### config.mk
export PLATFORM = sky130hd
export DESIGN_NAME = pm_state_ctrl
export DESIGN_NICKNAME = d
export VERILOG_FILES = /design/src/rtl/pm_state_pkg.sv /design/src/rtl/pm_state_ctrl.sv
export VERILOG_INCLUDE_DIRS = /design/src /design/src/rtl
export SDC_FILE = /design/constraint.sdc
export NUM_CORES = 1
export LEC_CHECK = 0
export ABC_AREA = 1
export BUFFER_PORTS_ARGS = -buffer_cell sky130_fd_sc_hd__buf_4
export CORE_MARGIN = 4
export CORE_UTILIZATION = 50
export DETAILED_ROUTE_END_ITERATION = 6
export PLACE_DENSITY = 0.77
export SLEW_MARGIN = 20
export SYNTH_ARGS = -nofsm -noshare
export SYNTH_HDL_FRONTEND = slang
export SYNTH_SLANG_ARGS = --single-unit
### constraint.sdc
create_clock -name clk_sys -period 2.3 [get_ports clk_sys]
set_input_delay 0.46 -clock clk_sys [delete_from_list [all_inputs] [get_ports clk_sys]]
set_output_delay 0.46 -clock clk_sys [all_outputs]
set_load 0.02 [all_outputs]
### src/rtl/pm_state_regs.svh
`ifndef PM_STATE_REGS_SVH
`define PM_STATE_REGS_SVH
// What this block does
// - No wake events or interrupts in uninitialized D0.
// - IO and memory enable both set gives active D0.
// - D3cold leaves to uninitialized D0 at bus-reset release.
// - Global reset forces uninitialized D0 at once.
// - Power-state field encodes D0, D1, D2, D3hot only.
// - Capability-list flag in status reads one.
// - Bridge capabilities pointer at offset 14h.
// - Capability block starts ID 01h, then next pointer.
// - Last capability next pointer reads zero.
// - Capabilities register reported at offset A2h.
// - Bridge control/status at A4h sets state, wake events.
// - Host controller states, control/status at 48h.
// - Global reset returns everything to defaults.
// - Wake enabled: bus reset keeps wake context.
// - Wake disabled: bus reset clears wake context.
// - Event status at 88h, enables at 89h.
// - Status and enable together raise host event.
// - Secondary bus state follows bridge device state.
// - Wake enable at bit 8; context cleared by global reset.
// - Global-reset-only bits ignore host bus reset.

// Configuration offsets (byte addresses).
`define OFS_COMMAND 8'h04
`define OFS_STATUS 8'h06
`define OFS_CAP_PTR 8'h14
`define OFS_HC_CAP 8'h44
`define OFS_HC_CSR 8'h48
`define OFS_GPE_STS 8'h88
`define OFS_GPE_EN 8'h89
`define OFS_BR_CAP 8'ha0
`define OFS_BR_PMC 8'ha2
`define OFS_BR_CSR 8'ha4
// Field positions.
`define BIT_IO_EN 0
`define BIT_MEM_EN 1
`define BIT_CAP_LIST 4
`define BIT_WAKE_EN 8
`define BIT_WAKE_STS 15
// Constant register contents.
`define CAP_ID_PM 8'h01
`define CAP_NEXT_NONE 8'h00
`define PMC_VALUE 16'h7e02
`define GPE_MASK 8'hdf
`endif
### src/rtl/pm_state_pkg.sv
package pm_state_pkg;
  // Visible power-state field encoding.
  typedef enum logic [1:0] {
    pstate_d0 = 2'h0,
    pstate_d1 = 2'h1,
    pstate_d2 = 2'h2,
    pstate_d3hot = 2'h3
  } pstate_type;

  // Internal per-function state.
  typedef enum logic [5:0] {
    fn_d0_uninit = 6'h01,
    fn_d0_active = 6'h02,
    fn_d1 = 6'h04,
    fn_d2 = 6'h08,
    fn_d3hot = 6'h10,
    fn_d3cold = 6'h20
  } fn_state_type;

  // Configuration access from the host side.
  typedef struct packed {
    logic rd;
    logic wr;
    logic [1:0] func;
    logic [7:0] addr;
    logic [15:0] wdata;
  } cfg_req_type;
endpackage

### src/rtl/pm_state_ctrl.sv
`include "pm_state_regs.svh"

module pm_state_ctrl
  import pm_state_pkg::*;
(
  // Clock, reset and freeze.
  input wire logic clk_sys,
  input wire logic rst,
  input wire logic ce,
  // Resets from the host bus, active high here.
  input wire logic global_reset,
  input wire logic host_bus_reset,
  // Main power lost, function enters D3cold.
  input wire logic power_removed,
  // Configuration access, 16-bit aligned words; func 0 bridge, 2 host controller.
  input wire cfg_req_type cfg_req,
  output logic [15:0] cfg_rdata,
  // Wake sources and general event inputs.
  input wire logic [1:0] wake_src,
  input wire logic [7:0] gpe_src,
  input wire logic [1:0] irq_src,
  // Results.
  output logic [1:0] wake_event,
  output logic [1:0] irq_out,
  output logic gpe_event,
  output logic [1:0] secondary_bus_state
);

  // ==========================================================
  // Resets
  // ==========================================================
  // Global reset wipes all; a bus reset wipes ordinary bits.
  logic hard_rst;
  logic soft_rst;
  assign hard_rst = rst | global_reset;
  assign soft_rst = hard_rst | host_bus_reset;

  logic [1:0] io_en_q;
  logic [1:0] mem_en_q;
  logic [1:0] wake_en_q;
  logic [1:0] wake_sts_q;
  logic [1:0] pstate_q [2];
  fn_state_type fn_q [2];
  logic [7:0] gpe_sts_q;
  logic [7:0] gpe_en_q;
  logic host_bus_reset_q;

  logic wr_ok;
  assign wr_ok = ce & cfg_req.wr;

  // Tracks release of the bus reset for the D3cold exit.
  always_ff @(posedge clk_sys or posedge rst)
  begin
    if (rst)
      host_bus_reset_q <= 1'b0;
    else if (ce)
      host_bus_reset_q <= host_bus_reset;
  end

  // ==========================================================
  // Per-function state
  // ==========================================================
  // Index 0 is the bridge, index 1 the host controller.
  genvar g;
  generate
    for (g = 0; g < 2; g++)
    begin : fn_gen
      localparam logic [1:0] fnum = (g == 0) ? 2'h0 : 2'h2;
      localparam logic [7:0] csr_ofs = (g == 0) ? `OFS_BR_CSR : `OFS_HC_CSR;
      logic hit_cmd;
      logic hit_csr;
      assign hit_cmd = wr_ok && cfg_req.func == fnum && cfg_req.addr == `OFS_COMMAND;
      assign hit_csr = wr_ok && cfg_req.func == fnum && cfg_req.addr == csr_ofs;

      // Command enables are ordinary bits, cleared by either reset.
      always_ff @(posedge clk_sys or posedge soft_rst)
      begin
        if (soft_rst)
        begin
          io_en_q[g] <= 1'b0;
          mem_en_q[g] <= 1'b0;
        end
        else if (ce && hit_cmd)
        begin
          io_en_q[g] <= cfg_req.wdata[`BIT_IO_EN];
          mem_en_q[g] <= cfg_req.wdata[`BIT_MEM_EN];
        end
      end

      // Wake enable is cleared only by global reset.
      always_ff @(posedge clk_sys or posedge hard_rst)
      begin
        if (hard_rst)
          wake_en_q[g] <= 1'b0;
        else if (hit_csr)
          wake_en_q[g] <= cfg_req.wdata[`BIT_WAKE_EN];
      end

      // Wake status is context: a bus reset clears it only while wake is off.
      always_ff @(posedge clk_sys or posedge hard_rst)
      begin
        if (hard_rst)
          wake_sts_q[g] <= 1'b0;
        else if (ce)
        begin
          if (host_bus_reset && !wake_en_q[g])
            wake_sts_q[g] <= 1'b0;
          else if (wake_src[g] && fn_q[g] != fn_d0_uninit)
            wake_sts_q[g] <= 1'b1;
          else if (hit_csr && cfg_req.wdata[`BIT_WAKE_STS] && !host_bus_reset)
            wake_sts_q[g] <= 1'b0;
        end
      end

      // Power-state machine.
      always_ff @(posedge clk_sys or posedge hard_rst)
      begin
        if (hard_rst)
        begin
          fn_q[g] <= fn_d0_uninit;
          pstate_q[g] <= pstate_d0;
        end
        else if (ce)
        begin
          if (power_removed)
            fn_q[g] <= fn_d3cold;
          else
            case (fn_q[g])
              fn_d3cold:
              begin
                if (host_bus_reset_q && !host_bus_reset)
                begin
                  fn_q[g] <= fn_d0_uninit;
                  pstate_q[g] <= pstate_d0;
                end
              end
              fn_d0_uninit:
              begin
                if (host_bus_reset)
                  pstate_q[g] <= pstate_d0;
                else if (io_en_q[g] && mem_en_q[g])
                  fn_q[g] <= fn_d0_active;
              end
              fn_d0_active, fn_d1, fn_d2, fn_d3hot:
              begin
                if (host_bus_reset)
                begin
                  fn_q[g] <= fn_d0_uninit;
                  pstate_q[g] <= pstate_d0;
                end
                else if (hit_csr)
                begin
                  pstate_q[g] <= cfg_req.wdata[1:0];
                  case (cfg_req.wdata[1:0])
                    pstate_d1: fn_q[g] <= fn_d1;
                    pstate_d2: fn_q[g] <= fn_d2;
                    pstate_d3hot: fn_q[g] <= fn_d3hot;
                    default: fn_q[g] <= fn_d0_active;
                  endcase
                end
              end
              default: fn_q[g] <= fn_d0_uninit;
            endcase
        end
      end

      // Events are held back while uninitialized.
      assign wake_event[g] = wake_sts_q[g] & wake_en_q[g] & (fn_q[g] != fn_d0_uninit);
      assign irq_out[g] = irq_src[g] & (fn_q[g] == fn_d0_active);
    end
  endgenerate

  // ==========================================================
  // General-purpose events
  // ==========================================================
  // Global-reset-only; set wins over a write-one clear.
  logic gpe_sts_wr;
  logic gpe_en_wr;
  assign gpe_sts_wr = wr_ok && cfg_req.func == 2'h0 && cfg_req.addr == `OFS_GPE_STS;
  assign gpe_en_wr = wr_ok && cfg_req.func == 2'h0 && cfg_req.addr == `OFS_GPE_STS;

  always_ff @(posedge clk_sys or posedge hard_rst)
  begin
    if (hard_rst)
      gpe_sts_q <= 8'h00;
    else if (ce)
    begin
      if (gpe_sts_wr)
        gpe_sts_q <= ((gpe_sts_q & ~cfg_req.wdata[7:0]) | gpe_src) & `GPE_MASK;
      else
        gpe_sts_q <= (gpe_sts_q | gpe_src) & `GPE_MASK;
    end
  end

  // Enables live in the upper byte of the 88h word (byte 89h).
  always_ff @(posedge clk_sys or posedge hard_rst)
  begin
    if (hard_rst)
      gpe_en_q <= 8'h00;
    else if (ce && gpe_en_wr)
      gpe_en_q <= cfg_req.wdata[15:8] & `GPE_MASK;
  end

  assign gpe_event = |(gpe_sts_q & gpe_en_q);

  // Secondary bus follows bridge device state: D0->B0 .. D3->B3.
  assign secondary_bus_state = pstate_q[0];

  // ==========================================================
  // Read path
  // ==========================================================
  // Registered read data; unmapped words read zero.
  logic [15:0] rd_d;
  always_comb
  begin
    rd_d = 16'h0000;
    if (cfg_req.func == 2'h0)
      case (cfg_req.addr)
        `OFS_COMMAND: rd_d = {14'h0000, mem_en_q[0], io_en_q[0]};
        `OFS_STATUS: rd_d = 16'h0010;
        `OFS_CAP_PTR: rd_d = {8'h00, `OFS_BR_CAP};
        `OFS_BR_CAP: rd_d = {`CAP_NEXT_NONE, `CAP_ID_PM};
        `OFS_BR_PMC: rd_d = `PMC_VALUE;
        `OFS_BR_CSR: rd_d = {wake_sts_q[0], 6'h00, wake_en_q[0], 6'h00, pstate_q[0]};
        `OFS_GPE_STS: rd_d = {gpe_en_q, gpe_sts_q};
        default: rd_d = 16'h0000;
      endcase
    else if (cfg_req.func == 2'h2)
      case (cfg_req.addr)
        `OFS_COMMAND: rd_d = {14'h0000, mem_en_q[1], io_en_q[1]};
        `OFS_STATUS: rd_d = 16'h0010;
        `OFS_HC_CAP: rd_d = {`CAP_NEXT_NONE, `CAP_ID_PM};
        `OFS_HC_CSR: rd_d = {wake_sts_q[1], 6'h00, wake_en_q[1], 6'h00, pstate_q[1]};
        default: rd_d = 16'h0000;
      endcase
  end

  always_ff @(posedge clk_sys or posedge rst)
  begin
    if (rst)
      cfg_rdata <= 16'h0000;
    else if (ce && cfg_req.rd)
      cfg_rdata <= rd_d;
  end

endmodule

# Word-level counts from Yosys, hierarchy flattened
# Index checks and enable logic that the tools add are counted.
# word_totals
word_cells,144
register_bits,56
out_inout_bits,23
in_bits,46
# classes
bitwise_logic,15
n_mux,33
n_eq_ne,41
n_reduce_logical,39
# ops
operator,n
one-hot mux 16 bit (7 select lines),1
2-to-1 mux 6 bit,11
one-hot mux 16 bit (4 select lines),1
one-hot mux 6 bit (3 select lines),2
== test 8 bit (second input constant),4
2-to-1 mux 16 bit,2
inequality test 3 bit (second input constant),8
logical AND 1 bit,22
AND 8 bit,2
== test 8 x 3 -> 1 bit (second input constant),2
== test 8 x 7 -> 1 bit (second input constant),2
OR 8 bit,2
one-hot mux 5 bit (3 select lines),1
== test 6 x 1 -> 1 bit (second input constant),2
== test 6 x 2 -> 1 bit (second input constant),2
== test 6 x 3 -> 1 bit (second input constant),2
== test 6 x 4 -> 1 bit (second input constant),2
== test 6 x 5 -> 1 bit (second input constant),2
== test 6 bit (second input constant),2
2-to-1 mux 2 bit,6
inequality test 6 x 1 -> 1 bit (second input constant),2
one-hot mux 2 bit (3 select lines),2
AND reduction 6 bit,2
nonzero test 3 bit,4
17 further kinds,40

# Longest topological paths before layout
# Gate-level depths: netlist of run 1.
# logic_depth
ltp_word,8
depth_mapped,11
mapped_depth_nobuf,11

# Least setup slack after synthesis of run 1
# OpenSTA, ideal clock, no wires.
# synth_path
path_type,register to output
start,reg fn_q[8] in the netlist's numbering
end,out wake_event[0]
n_path_buf,0
required_time_ns,1.840
arrival_time_ns,1.066
setup_slack_ns,0.774
path_stages_with_launch,5
cell_sequence,dfrtp_1 -> nor2_4 -> nand3_4 -> inv_4 -> nor3_1
# synth_via
elab_chain_cells,2
# synth_rtl
element,line,rtl
"start, declared",pm_state_ctrl.sv:43,fn_state_type fn_q [2];
"start signal, assigned by index",pm_state_ctrl.sv:120,fn_q[g] <= fn_d0_uninit;
"start signal, assigned by index",pm_state_ctrl.sv:126,fn_q[g] <= fn_d3cold;
"start signal, assigned by index",pm_state_ctrl.sv:133,fn_q[g] <= fn_d0_uninit;
inequality test 6 x 1 -> 1 bit,pm_state_ctrl.sv:168,assign wake_event[g] = wake_sts_q[g] & wake_en_q[g] & (fn_q[g] != fn_d0_uninit);
AND 1 bit,pm_state_ctrl.sv:168,
"end, declared",pm_state_ctrl.sv:23,"output logic [1:0] wake_event,"
# Every way passes these cells.

# Final worst setup path of run 1
# layout_path
start,reg fn_q[0] in the netlist's numbering
end,out wake_event[1]
# The elaborated chain is that of the path after synthesis.

==> flow_summary.ini, run 1 <==
[floorplan]
core-area_sq_um = 6386
ios = 69
initial_utilization = 0.5194
fp.dieW_microns = 89.45
rows = 29
die_h_microns = 89.45
die_area_sq_um = 8001

[critical_path]
critical_path_peak_fanout = 6
crit_path_top_delay_cell = dfstp_2
cp-end-kind = output port
worstSetupStartpointType = flop
crit_required_ns = 1.84
crit_arrival_ns = 1.63
path_delay_family = flip-flops
crit_cells = 6
crit-reg2reg-launch = fn_q[0]$_DFFE_PP1P_
slowest_delay_ns = 0.57
path_cells = inv_1 > nor2_1 > nand3_1 > inv_1 > nor2_1 > buf_4
timing_worst_setup_path_type = reg2out
startpoint = fn_q[0]$_DFFE_PP1P_
ff2ff_setup_slack_ns = 0.61
crit_path_end = wake_event[1]
r2r_cells = 9
crit_buf_inv = 3
r2r-end = fn_q[4]$_DFFE_PP0P_

[global_routing]
grt_max_degree = 35
grt_pass1_wl_mm = 13.59
antenna_found_initial = 0
grt.total_usage = 0.2162
grt-ovfl-total = 0
grt_pass1_vias = 3033

[clocking]
clk_path_buf_depth = 2
clockRootBuffer = clkbuf_8
insertion_delay_ns = 0.32
path_clk_slew_ns = 0.10
cts_setup_buffers = 0
h-tree-depth = 2
cts_num_sinks = 55
cts_tree = yes
hold_buffers = 0
cts_buffers = 5
cts-resized-gates = 0

[routing]
viasPerCell = 5.309
ant_nets = 0
vias = 3111
wl_mm = 8.200
wl_per_cell_microns = 13.99
drt_iter0_drc = 118
drc_errors = 0
dr.pass1.iters = 4

[synth]
synth_cell_types = 35
ys_async_sr_fraction = 1.000
syn-cell-area_sq_um = 3317
ys_ff_latch = 55
synthFlopType = dfrtp_1
syn_area_per_cell_sq_um = 7.504
yosys_warnings = 0
synth_compound_area_frac = 0.08865
synthCells = 442
synth_top_family_by_area = simple AND/OR/NAND/NOR gates
synth_seq_area_share = 0.4157
synth.net_count = 488
synth-simple-area-share = 0.4100
synth_xor_area_frac = 0
synthMuxAreaShare = 0.01018
synthAdderAreaFrac = 0
synth-edff-count = 0

[placement]
pre_cts_ws_ns = 0.4438
io_buffers = 65
dpl.hpwl_mm = 6.550
place_congestion = 0.8798

[outcome]
status = finished, final reports clean

[timing]
finalHoldViolCount = 0
worstMarginPinSlew_ns = 0.6436
period_minus_slack_ns = 2.090
finalCritPeriodShare = 0.9086
setup_viol = 0
fmax_ghz = 0.4785
postLayoutSetupSlackWorst_ns = 0.2101
rsz0062_at_grt = no
setup_tns_ns = 0
slew_headroom = 0.5705
maxSlewViolCount = 0
fin_worst_skew_ns = 0.006682

[layout]
fill_cells = 613
syn_to_final_growth_pct = 19.54
fin_util = 0.6209
finalNetCount = 554
antenna_cells = 0
drive_above_1_share = 0.2613

[power]
pwr_density_cell_nw_per_um2 = 584.1
ir_drop_uv = 438.5
leakagePower_nw = 2.125

[hold_path]
hold_path.class = in2async

[job]
cap_violations = 0
-- metrics by stage --
stage,hold WS [ns],area (sq um),power (mW),std cells
finish,0.2332,3965,2.316,586
global route,0.2968,3965,2.462,586
CTS,0.2317,3965,2.329,586
detailed placement,0.4682,3869,1.760,578
global placement,0.4640,3869,1.739,578
floorplan,0.3856,3319,1.575,442
-- cell type report --
type	instances	area [sq um]	area share
inverter	52	200.2	0.05049
clock inverter	3	27.53	0.006942
timing repair buffer	67	503.0	0.1269
sequential	55	1379	0.3477
clock buffer	5	68.82	0.01736
tap	77	96.34	0.02430
multi-input combinational	327	1690	0.4263
-- sequential cells by signal (all words and copies together), names as in the netlist --
signal,flops
host_bus_reset_q,1
gpe_sts_q,7
wake_en_q,2
io_en_q,2
mem_en_q,2
cfg_rdata,16
wake_sts_q,2
secondary_bus_state,2
gpe_en_q,7
pstate_q,2
fn_q,12
-- where the power goes --
group	internal (mW)	switching [mW]	total (mW)	leakage (nW)
logic	0.229	0.426	0.655	1.37
registers	1.03	0.0585	1.09	0.710
clock network	0.226	0.344	0.570	0.0467
total	1.49	0.828	2.32	2.13
-- how the worst min path moves through the flow --
stage	from	endpoint	slack, ns
after floorplan	rst	io_en_q[0]$_DFFE_PP0P_	0.39
after global placement	cfg_rdata[5]$_DFFE_PP0P_	cfg_rdata[5]$_DFFE_PP0P_	0.46
after detailed placement	cfg_rdata[5]$_DFFE_PP0P_	cfg_rdata[5]$_DFFE_PP0P_	0.47
after CTS	rst	io_en_q[1]$_DFFE_PP0P_	0.23
after global routing	rst	io_en_q[0]$_DFFE_PP0P_	0.30
final	rst	mem_en_q[1]$_DFFE_PP0P_	0.23
-- Yosys cell counts (2+ instances only) --
master / count / share of area
nand2_1: 126 / 0.14
dfrtp_1: 53 / 0.40
nor2_1: 52 / 0.059
nand3_1: 43 / 0.065
inv_1: 41 / 0.046
o21ai_0: 21 / 0.032
a21oi_1: 10 / 0.015
nor2_2: 10 / 0.019
inv_2: 9 / 0.010
nand4_1: 9 / 0.017
nand2_2: 8 / 0.015
nor2_4: 7 / 0.024
nand3_2: 6 / 0.018
a22o_1: 5 / 0.013
buf_4: 5 / 0.011
nand2_4: 4 / 0.014
mux2_2: 3 / 0.010
nor2_8: 3 / 0.018
o211ai_1: 3 / 0.0068
o22ai_1: 3 / 0.0057
a32o_1: 2 / 0.0060
clkbuf_1: 2 / 0.0023
dfstp_2: 2 / 0.016
inv_4: 2 / 0.0038
nor3_1: 2 / 0.0030
o21ai_1: 2 / 0.0030
-- layer usage --
metal / GRT usage / wire length, microns / vias to the layer above
met5: 0 / 0 / -
met4: 0.05683 / 102 / 0
met3: 0.03318 / 429 / 9
met2: 0.3885 / 4323 / 84
met1: 0.2699 / 3345 / 1450
li1: - / - / 1568
-- worst reg2reg max path, stage by stage, from the launching register on --
cell and delay (ns):
dfstp_2 0.57, inv_1 0.04, nor2_1 0.12, nand3_1 0.24, a21oi_1 0.23, nor2_1 0.10
nand2_4 0.11, nand2_4 0.07, nand2_1 0.07, nand2_1 0.05
-- cell usage in the layout (no fill, tap or decap), drive strengths merged --
cell type  count
a221oi         1
buf           67
mux2           3
dfstp          2
a32o           2
nand2        138
dfrtp         53
o21ai         23
nand4         10
nor4           1
nor3           3
nand3b         1
o211ai         3
o2111ai        1
clkinvlp       1
a22o           5
nor2          72
a21oi         10
inv           54
a31oi          1
o22ai          3
nand3         50
clkbuf         5
-- cell families (layout without fill, tap and decap cells) --
family | Yosys count | in the layout
muxes | 3 | 3
and+or+nand+nor | 275 | 275
AOI/OAI and AO/OA | 49 | 49
DFF | 55 | 55
buffers and inverters | 60 | 127
(Power assumes the default switching activity.)
==> run 2, diff against run 1 <==
CORE_ASPECT_RATIO = 1.1   (was not set)
==> flow_summary.ini, run 2 (synthesized netlist as in run 1, its figures left out) <==
[outcome]
status = finished, final reports clean

[global_routing]
met2_usage = 0.3854
grt_pass1_wl_mm = 13.86
grt-ovfl-total = 0
grt.total_usage = 0.2175
gr-usage-met1 = 0.2658
grt_max_degree = 35
antenna_found_initial = 0
grt_pass1_vias = 3043
gr-max-usage-layer = met2
grt.met3_usage = 0.03789

[critical_path]
startpoint = fn_q[0]$_DFFE_PP1P_
crit_path_top_delay_cell = dfstp_2
critical_path_peak_fanout = 6
cp-end-kind = output port
crit_arrival_ns = 1.61
crit-reg2reg-launch = fn_q[0]$_DFFE_PP1P_
path_cells = inv_1 > nor2_1 > nand3_1 > inv_1 > nor2_1 > buf_4
timing_worst_setup_path_type = reg2out
crit_required_ns = 1.84
ff2ff_setup_slack_ns = 0.67
worstSetupStartpointType = flop
slowest_delay_ns = 0.57
r2r_cells = 9
r2r-end = fn_q[4]$_DFFE_PP0P_

[placement]
pre_cts_ws_ns = 0.4653
place_congestion = 0.8784
io_buffers = 65
place_area_sq_um = 3880
dpl.hpwl_mm = 6.557
dp_cells = 582

[floorplan]
die_area_sq_um = 8003
die_h_microns = 93.43
rows = 30
core-area_sq_um = 6306
fp.dieW_microns = 85.66
initial_utilization = 0.5260
ios = 69

[routing]
wl_per_cell_microns = 13.89
drt_iter0_drc = 144
dr.pass1.iters = 5
viasPerCell = 5.305
wl_mm = 8.197
drc_errors = 0
vias = 3130
ant_nets = 0

[layout]
final_common_cell = nand2_1
finalNetCount = 555
layout_common_cells = 126 x nand2_1, 68 x buf_4, 53 x dfrtp_1
multi_input_area_sq_um = 1690
seqCellArea_sq_um = 1379
largest_reg_flops = 16
stdcell_count = 590
antenna_cells = 0
top_regs = cfg_rdata x16, fn_q x12
drive_above_1_share = 0.2627
syn_to_final_growth_pct = 19.88
final_area_sq_um = 3976
top_register = cfg_rdata
fill_cells = 592

[timing]
slew_headroom = 0.5619
setup_tns_ns = 0
period_minus_slack_ns = 2.067
setup_viol = 0
rsz0062_at_grt = no
postLayoutSetupSlackWorst_ns = 0.2335
fmax_ghz = 0.4839
maxSlewViolCount = 0
hold-worst-slack_ns = 0.2247
fin_worst_skew_ns = 0.01204
finalCritPeriodShare = 0.8985
finalHoldViolCount = 0
worstMarginPinSlew_ns = 0.6564

[clocking]
cts-resized-gates = 0
clockRootBuffer = clkbuf_8
path_clk_slew_ns = 0.10
insertion_delay_ns = 0.32
h-tree-depth = 2
cts_buffers = 5
clk_path_buf_depth = 2
cts_tree = yes
hold_buffers = 0
cts_setup_buffers = 0
cts_num_sinks = 55

[power]
pwr-share-seq = 0.473
internal_power_mw = 1.486
combPwrFrac = 0.284
net-switching-power_mw = 0.8158
ir_drop_uv = 360.4
sw_frac_of_total = 0.3544
pwr_density_cell_nw_per_um2 = 578.9
leakagePower_nw = 2.130
p_clk_frac = 0.243

[hold_path]
hold_path.class = in2async

[job]
cap_violations = 0
[run 2: cell count changes in the layout (fill, tap and decap cells not counted), sizes merged]
cell	change
buf	+1
clkinv	+1
inv	-1
[run 2: power by group through the flow]
stage / registers (mW) / logic (mW) / clock network, mW
4_1_cts: 1.09 / 0.655 / 0.573
2_1_floorplan: 1.10 / 0.475 / 0
3_5_place_dp: 1.11 / 0.652 / 0
5_1_grt: 1.10 / 0.735 / 0.613
6_report: 1.09 / 0.653 / 0.560
3_3_place_gp: 1.10 / 0.635 / 0
[run 2: layer usage]
metal	vias up	share of wire
met5	-	0
met2	92	0.52
met1	1454	0.40
met3	17	0.054
li1	1567	-
met4	0	0.017
[run 2: per-stage QoR]
step	utilization	power, mW
floorplan	-	1.575
global placement	0.6153	1.739
detailed placement	0.6153	1.759
CTS	0.6306	2.316
global route	0.6306	2.446
finish	0.6306	2.302
[run 2: cell type report]
type,instances,area share
Tap cell,80,0.02517
Multi-Input combinational cell,327,0.4251
Sequential cell,55,0.3468
Clock buffer,5,0.01731
Timing Repair Buffer,68,0.1284
Inverter,52,0.05035
Clock inverter,3,0.006923
[run 2: worst max path at each step]
stage | slack [ns] | cells past startpoint | end
after floorplan | 0.77 | 1 | fn_q[10]$_DFFE_PP0P_
after global placement | 0.48 | 8 | gpe_en_q[6]$_DFFE_PP0P_
after detailed placement | 0.47 | 8 | gpe_en_q[6]$_DFFE_PP0P_
after CTS | 0.24 | 6 | wake_event[1]
after global routing | 0.03 | 6 | wake_event[1]
final | 0.23 | 6 | wake_event[1]
[run 2: worst max-delay path: cells and delay by family (launching register included)]
family / cells / cell delay, ns
buf+inv: 3 / 0.33
flops: 1 / 0.57
simple gates: 3 / 0.40
